[src/include/adc_port_pkg.sv]
// Constants and types for the parallel readout port of the SAR converter
// Summary of operation
// - Conversion-done flag falls when result is ready
// - Data bus released during acquisition and conversion
// - Third chip-select fall, read high, drives result
// - Chip select rising in read releases bus
// - After read, idle until next chip-select fall
// - Wide bus parallel result, narrow bus bytewise
// - High-byte select low gives low byte
// - Reset pin with chip select high restarts
// - Result coded in straight binary
// - First fall with read low starts acquisition
// - Second fall ends acquisition, starts conversion
// - Second fall samples standby versus shutdown
// - Conversion finishes within 4.7 microseconds
`default_nettype none
package adc_port_pkg;
  localparam int unsigned RESULT_W = 14;
  localparam int unsigned BYTE_W = 8;
  localparam real CLK_PERIOD_NS = 5.0;
  localparam real CONV_TIME_MAX_US = 4.7;
  localparam int unsigned CONV_CYCLES = int'($floor(CONV_TIME_MAX_US * 1000.0 / CLK_PERIOD_NS));
  localparam int unsigned STEP_CYCLES = (CONV_CYCLES - 1) / RESULT_W;
  localparam int unsigned AGE_W = 10;
  localparam logic [RESULT_W-1:0] BUS_IDLE = 14'h0000;

  typedef enum logic [2:0]
  {
    ST_IDLE = 3'b000,
    ST_ACQ = 3'b001,
    ST_CONV = 3'b010,
    ST_DONE = 3'b011,
    ST_READ = 3'b100
  } phase_e;

  // Bus word for the result: whole word, or one zero-extended byte
  function automatic logic [RESULT_W-1:0] bus_word(input logic [RESULT_W-1:0] res,
                                                   input logic wide, input logic hi);
    logic [RESULT_W-1:0] w;
    w = res;
    if (!wide)
    begin
      if (hi)
        w = {{(RESULT_W - BYTE_W){1'b0}}, {(2 * BYTE_W - RESULT_W){1'b0}},
             res[RESULT_W-1:BYTE_W]};
      else
        w = {{(RESULT_W - BYTE_W){1'b0}}, res[BYTE_W-1:0]};
    end
    return w;
  endfunction
endpackage
`default_nettype wire

[src/logic/sar_engine.sv]
// Successive approximation engine with a fixed conversion length
`timescale 1ns/1ps
`default_nettype none
module sar_engine
#(
  parameter int unsigned W = 14,
  parameter int unsigned CYCLES = 940,
  parameter int unsigned STEP = 67
)
(
  // Clock and reset
  input wire logic i_clock,
  input wire logic i_rst,
  // Control
  input wire logic i_start,
  input wire logic i_abort,
  input wire logic [W-1:0] i_sample,
  // Result
  output logic o_done,
  output logic [W-1:0] o_result
);
  localparam int unsigned TOT_W = $clog2(CYCLES);
  localparam int unsigned STEP_W = $clog2(STEP + 1);

  // Last trial bit must settle one cycle before the result is latched
  if (STEP < 1 || CYCLES < 3 || STEP * W + 2 > CYCLES)
  begin : g_bad_counts
    $error("sar_engine: step and cycle counts cannot fit");
  end

  logic busy_r, busy_nxt;
  logic [TOT_W-1:0] tot_r, tot_nxt;
  logic [STEP_W-1:0] step_r, step_nxt;
  logic [W-1:0] mask_r, mask_nxt;
  logic [W-1:0] held_r, held_nxt;
  logic [W-1:0] trial_r, trial_nxt;
  logic [W-1:0] result_r, result_nxt;
  logic done;

  assign done = busy_r && (tot_r == TOT_W'(CYCLES - 2));
  assign o_done = done;
  assign o_result = result_r;

  always_comb
  begin
    busy_nxt = busy_r;
    tot_nxt = tot_r;
    step_nxt = step_r;
    mask_nxt = mask_r;
    held_nxt = held_r;
    trial_nxt = trial_r;
    result_nxt = result_r;
    if (i_abort)
    begin
      busy_nxt = 1'b0;
    end
    else if (i_start)
    begin
      busy_nxt = 1'b1;
      tot_nxt = '0;
      step_nxt = '0;
      mask_nxt = {1'b1, {(W - 1){1'b0}}};
      held_nxt = i_sample;
      trial_nxt = '0;
    end
    else if (busy_r)
    begin
      tot_nxt = tot_r + 1'b1;
      if (step_r == STEP_W'(STEP - 1))
      begin
        step_nxt = '0;
        // Keep a trial bit when it does not overshoot the held sample
        if (mask_r != '0 && (trial_r | mask_r) <= held_r)
          trial_nxt = trial_r | mask_r;
        mask_nxt = mask_r >> 1;
      end
      else
      begin
        step_nxt = step_r + 1'b1;
      end
      if (done)
      begin
        busy_nxt = 1'b0;
        result_nxt = trial_r;
      end
    end
  end

  always_ff @(posedge i_clock or posedge i_rst)
  begin
    if (i_rst)
    begin
      busy_r <= 1'b0;
      tot_r <= '0;
      step_r <= '0;
      mask_r <= '0;
      held_r <= '0;
      trial_r <= '0;
      result_r <= '0;
    end
    else
    begin
      busy_r <= busy_nxt;
      tot_r <= tot_nxt;
      step_r <= step_nxt;
      mask_r <= mask_nxt;
      held_r <= held_nxt;
      trial_r <= trial_nxt;
      result_r <= result_nxt;
    end
  end
endmodule
`default_nettype wire

[src/logic/adc_parallel_readout_port.sv]
// Chip-select sequencer and three-state result bus of the converter
`timescale 1ns/1ps
`default_nettype none
module adc_parallel_readout_port
#(
  parameter bit WIDE_BUS = 1'b1
)
(
  // Clock and reset
  input wire logic i_clock,
  input wire logic i_rst,
  // Host control pins
  input wire logic i_cs_n,
  input wire logic i_read_conv,
  input wire logic i_high_byte_select,
  input wire logic i_reset_pin,
  // Sampled analog input as a code
  input wire logic [adc_port_pkg::RESULT_W-1:0] i_sample,
  // Conversion-done flag
  output logic o_conv_done_n,
  // Result bus
  output logic [adc_port_pkg::RESULT_W-1:0] o_result_bus,
  output logic o_result_bus_oe,
  // Power and phase status
  output logic o_ref_shutdown,
  output logic o_tracking,
  output logic o_holding
);
  import adc_port_pkg::*;

  phase_e state_r, state_nxt;
  logic cs_prev_r;
  logic mode_r, mode_nxt;
  logic low_power_r, low_power_nxt;
  logic eoc_n_r, eoc_n_nxt;
  logic [RESULT_W-1:0] bus_r, bus_nxt;
  logic oe_r, oe_nxt;
  logic [AGE_W-1:0] conv_age_r, conv_age_nxt;
  logic cs_fall, cs_rise, pin_reset, conv_start, conv_done;
  logic [RESULT_W-1:0] result;
  logic [RESULT_W-1:0] sel_word;

  assign cs_fall = cs_prev_r && !i_cs_n;
  assign cs_rise = !cs_prev_r && i_cs_n;
  assign pin_reset = i_reset_pin && i_cs_n;
  assign conv_start = (state_r == ST_ACQ) && cs_fall && !pin_reset;
  assign sel_word = bus_word(result, WIDE_BUS, i_high_byte_select);

  sar_engine
  #(
    .W(RESULT_W),
    .CYCLES(CONV_CYCLES),
    .STEP(STEP_CYCLES)
  )
  u_sar
  (
    .i_clock(i_clock),
    .i_rst(i_rst),
    .i_start(conv_start),
    .i_abort(pin_reset),
    .i_sample(i_sample),
    .o_done(conv_done),
    .o_result(result)
  );

  always_comb
  begin
    state_nxt = state_r;
    mode_nxt = mode_r;
    low_power_nxt = low_power_r;
    eoc_n_nxt = eoc_n_r;
    bus_nxt = bus_r;
    oe_nxt = oe_r;
    conv_age_nxt = conv_age_r;
    if (pin_reset)
    begin
      // Known state; next fall with read/convert low starts acquisition
      state_nxt = ST_IDLE;
      mode_nxt = 1'b0;
      low_power_nxt = 1'b0;
      eoc_n_nxt = 1'b1;
      oe_nxt = 1'b0;
      bus_nxt = BUS_IDLE;
    end
    else
    begin
      unique case (state_r)
        ST_IDLE:
        begin
          // Start only with read/convert low
          if (cs_fall && !i_read_conv)
          begin
            state_nxt = ST_ACQ;
            eoc_n_nxt = 1'b1;
            low_power_nxt = 1'b0;
          end
        end
        ST_ACQ:
        begin
          conv_age_nxt = '0;
          if (cs_fall)
          begin
            state_nxt = ST_CONV;
            mode_nxt = i_read_conv;
          end
        end
        ST_CONV:
        begin
          conv_age_nxt = conv_age_r + 1'b1;
          if (conv_done)
          begin
            state_nxt = ST_DONE;
            eoc_n_nxt = 1'b0;
            low_power_nxt = mode_r;
          end
        end
        ST_DONE:
        begin
          if (cs_fall && i_read_conv)
          begin
            state_nxt = ST_READ;
            oe_nxt = 1'b1;
            bus_nxt = sel_word;
          end
        end
        ST_READ:
        begin
          if (cs_rise)
          begin
            state_nxt = ST_IDLE;
            oe_nxt = 1'b0;
            bus_nxt = BUS_IDLE;
          end
          else
          begin
            bus_nxt = sel_word;
          end
        end
        default:
        begin
          state_nxt = ST_IDLE;
          oe_nxt = 1'b0;
        end
      endcase
    end
  end

  always_ff @(posedge i_clock or posedge i_rst)
  begin
    if (i_rst)
    begin
      state_r <= ST_IDLE;
      cs_prev_r <= 1'b1;
      mode_r <= 1'b0;
      low_power_r <= 1'b0;
      eoc_n_r <= 1'b1;
      bus_r <= BUS_IDLE;
      oe_r <= 1'b0;
      conv_age_r <= '0;
    end
    else
    begin
      state_r <= state_nxt;
      cs_prev_r <= i_cs_n;
      mode_r <= mode_nxt;
      low_power_r <= low_power_nxt;
      eoc_n_r <= eoc_n_nxt;
      bus_r <= bus_nxt;
      oe_r <= oe_nxt;
      conv_age_r <= conv_age_nxt;
    end
  end

  assign o_conv_done_n = eoc_n_r;
  assign o_result_bus = bus_r;
  assign o_result_bus_oe = oe_r;
  assign o_ref_shutdown = low_power_r;
  assign o_tracking = (state_r == ST_ACQ);
  assign o_holding = (state_r == ST_CONV);

  logic [RESULT_W-1:0] held_sample_r;
  always_ff @(posedge i_clock or posedge i_rst)
  begin
    if (i_rst)
      held_sample_r <= '0;
    else if (conv_start)
      held_sample_r <= i_sample;
  end
endmodule
`default_nettype wire

[config.mk]
export PLATFORM = sky130hd
export DESIGN_NAME = adc_parallel_readout_port
export DESIGN_NICKNAME = d
export VERILOG_FILES = /design/src/include/adc_port_pkg.sv /design/src/logic/sar_engine.sv /design/src/logic/adc_parallel_readout_port.sv
export SDC_FILE = /design/constraint.sdc
export NUM_CORES = 1
export LEC_CHECK = 0
export BUFFER_PORTS_ARGS = -buffer_cell sky130_fd_sc_hd__buf_4
export CELL_PAD_IN_SITES_DETAIL_PLACEMENT = 0
export CELL_PAD_IN_SITES_GLOBAL_PLACEMENT = 1
export CORE_AREA = 2 2 108 110
export CTS_BUF_LIST = sky130_fd_sc_hd__clkbuf_16
export DETAILED_ROUTE_END_ITERATION = 12
export DIE_AREA = 0 0 110 112
export PLACE_DENSITY_LB_ADDON = 0.1
export REMOVE_ABC_BUFFERS = 1
export SLEW_MARGIN = 20
export SYNTH_ARGS = -nofsm -noshare
export SYNTH_HDL_FRONTEND = slang
export SYNTH_SLANG_ARGS = --single-unit
export TNS_END_PERCENT = 20
[constraint.sdc]
create_clock -name i_clock -period 8.8 [get_ports i_clock]
set_input_delay 2.2 -clock i_clock [delete_from_list [all_inputs] [get_ports i_clock]]
set_output_delay 2.2 -clock i_clock [all_outputs]
set_load 0.05 [all_outputs]
==> flow_summary_export.csv <==
group,metric,value,unit
drt,drtIter0Drc,175,
drt,drc,0,
sta,tightestPinTransition,0.854,ns
sta,setup-violations-final,0,
floorplanning,fp.dieW,110,um
job,max_cap_viol_count,0,
logic_synthesis,ys_top_cells_by_count,"94 x dfrtp_1, 42 x a22o_1, 40 x nand2_1",
logic_synthesis,seq_area_frac_synth,55.0,%
setup_path,worstSetupStartpointType,"input pin",
grt,grt_pass1_vias,3073,
setup_path,crit_family,"simple AND/OR/NAND/NOR gates",
grt,grt_util_all_layers,16.7,%
layout,area_growth,15.7,%
setup_path,path_cells,"buf_4, nor2b_1, nand2_1, a21o_1, a22o_1",
setup_path,crit_type,"input pin to flip-flop",
layout,stdcell_area,0.00506,mm2
drt,drt_pass1_iterations,4,
floorplanning,core-area,0.0112,mm2
layout,antenna_cells,0,
logic_synthesis,synth-edff-count,0,
setup_path,path_max_fanout,22,
layout,fillers,1099,
layout,multi_input_area,0.00183,mm2
power,ir_drop,0.0959,mV
drt,dr_total_vias,3003,
sta,relSlewSlack,43.1,%
floorplanning,start_util,39.1,%
min_path,hp-start,"u_sar.o_result[7]$_DFFE_PP0P_",
setup_path,cpMaxStageDelayCell,"nand2_1",
status,status,"finished clean",
drt,avgViaCountPerCell,5.29,
power,p_leak,2.49,nW
min_path,whs_path_depth,1,
sta,finalMaxSlewViolations,0,
sta,fin_crit,4.02,ns
setup_path,rr_worst_depth,4,
cts,cts_buffers,9,
place,io_buffers,37,
cts,hold_buffers,0,
logic_synthesis,syn_area,0.00437,mm2
place,dp.cells,552,
logic_synthesis,ys.flop_type,"dfrtp_1",
place,hpwl,6.05,mm
logic_synthesis,synth_cells,385,
setup_path,required,9.04,ns
grt,grt_pass1_wl,15.7,mm
layout,regArea,0.00240,mm2
logic_synthesis,ys_top_cells_by_area,"dfrtp_1 54%, a22o_1 8.4%, ha_1 5.2%, mux2_2 3.6%, nand2_1 3.4%",
logic_synthesis,yosysTopAreaCell,"dfrtp_1",
grt,grt_overflow,0,
sta,fin_tns_setup,0,ns
layout,finalNetCount,458,
floorplanning,dieHeight,112,um
cts,clk_pin_slew_worst_paths,0.07,ns
setup_path,worstSetupEndpointType,"flip-flop",
logic_synthesis,synth_area_per_cell,11.4,um2
cts,clkSinkCount,96,
drt,wirelength,9.03,mm
cts,cts_tree,"built",
floorplanning,die_area,0.0123,mm2
sta,fmax,0.248,GHz
logic_synthesis,yosysUniqueCellTypes,48,
cts,htreeDepth,3,
logic_synthesis,synth.most_common_cell,"dfrtp_1",
logic_synthesis,yosys_warnings,0,
setup_path,crit_buf_inv,1,
setup_path,r2r_end,"u_sar.mask_r[2]$_DFFE_PP0P_",
cts,cts_setup_buffers,0,
layout,drive_above_1_share,21.4,%
cts,cts.path.max_buffers,2,
sta,hold_violations,0,
cts,root_buffer,"clkbuf_16",
sta,finClkSkew,0.00811,ns
setup_path,cp_slowest_stage_delay,0.65,ns
min_path,hold_class,"flip-flop to flip-flop",
grt,grt_max_degree,70,
grt,antenna_found_initial,0,
setup_path,r2r-start,"cs_prev_r$_DFF_PP1_",
cts,post_cts_resized,0,
cts,clk_latency,0.35,ns
sta,fin_crit_sh,45.7,%
drt,wl_per_cell,15.9,um
min_path,hold_end,"o_result_bus[7]$_DFFE_PP0P_",
floorplanning,num_rows,39,
power,p_per_area,208,mW/mm2
sta,rsz0062_at_grt,"no",
sta,whs,0.482,ns
setup_path,reg2reg_slack,6.17,ns
logic_synthesis,ys_ff_latch,96,
logic_synthesis,async_reset_ff_share,100,%
floorplanning,io_pins,39,
layout,final_cells,568,
place,placed_area,0.00478,mm2
setup_path,worst_ep_arrival_time,4.26,ns
place,place_congestion,0.716,
logic_synthesis,yosysTopAreaCellShare,53.8,%
drt,ant_nets,0,
## cells in the final DEF, fill, tap and decap left out, drive strengths merged, types with 3 or more instances in the layout
cell type	instances
a21o	4
a21oi	9
a22o	42
and2	4
buf	41
clkbuf	9
clkinv	3
dfrtp	94
ha	18
inv	21
mux2	14
nand2	40
nand2b	3
nand3	7
nor2	19
nor3	4
nor3b	7
nor4	4
nor4b	7
o21ai	20
o31ai	3
or2	13
xnor2	12
## sequential cells by signal, summed over array words and instances, names as in the netlist
register / flops
u_sar.step_r: 7
u_sar.held_r: 14
u_sar.o_result: 14
o_ref_shutdown: 1
o_result_bus_oe: 1
u_sar.mask_r: 14
mode_r: 1
state_r: 3
o_result_bus: 14
cs_prev_r: 1
u_sar.tot_r: 10
u_sar.busy_r: 1
o_conv_done_n: 1
u_sar.trial_r: 14
## per-stage QoR
stage	total power [mW]	setup WS [ns]	util, %
2_1_floorplan	0.651	4.10	-
3_3_place_gp	0.699	4.50	42.8
3_5_place_dp	0.704	4.51	42.8
4_1_cts	1.07	4.88	45.1
5_1_grt	1.12	4.62	45.3
6_report	1.05	4.78	45.3
## routing by layer
metal	vias up	GRT usage (%)	share of wire (%)
met1	1504	22.0	46
met3	13	3.51	3.3
met4	0	8.10	2.2
met2	47	26.0	49
li1	1439	-	-
met5	-	0	0
## kinds of logic after synthesis
group	share of synthesized area, %
AO/OA/AOI/OAI	15.0
XOR/XNOR	2.40
adder cells (fa/ha/maj)	5.15
buffers and inverters	3.61
flip-flops	55.0
multiplexers	3.83
AND/OR/NAND/NOR	15.0
## power by group
group          total (mW)  internal, mW  switching, mW
Combinational       0.173        0.0713          0.102
Sequential          0.521         0.491         0.0301
Clock               0.360         0.190          0.170
## how the worst max path moves through the flow
| stage | startpoint | end | slack, ns | cells after the start |
|---|---|---|---|---|
| floorplan | i_rst | mode_r$_DFFE_PP0P_ | 4.10 | 1 |
| global placement | i_cs_n | u_sar.mask_r[2]$_DFFE_PP0P_ | 4.50 | 5 |
| detailed placement | i_cs_n | u_sar.mask_r[2]$_DFFE_PP0P_ | 4.51 | 5 |
| CTS | i_cs_n | u_sar.mask_r[8]$_DFFE_PP0P_ | 4.88 | 5 |
| global route | i_cs_n | u_sar.mask_r[2]$_DFFE_PP0P_ | 4.62 | 5 |
| finish | i_cs_n | u_sar.mask_r[2]$_DFFE_PP0P_ | 4.78 | 5 |
## cell type report
type	instances	area share, %
Clock buffer	9	4.45
Clock inverter	7	0.816
Inverter	18	1.36
Multi-Input combinational cell	254	36.2
Sequential cell	96	47.5
Tap cell	143	3.54
Timing Repair Buffer	41	6.08
Note: power is estimated with default switching activity, not from simulation.
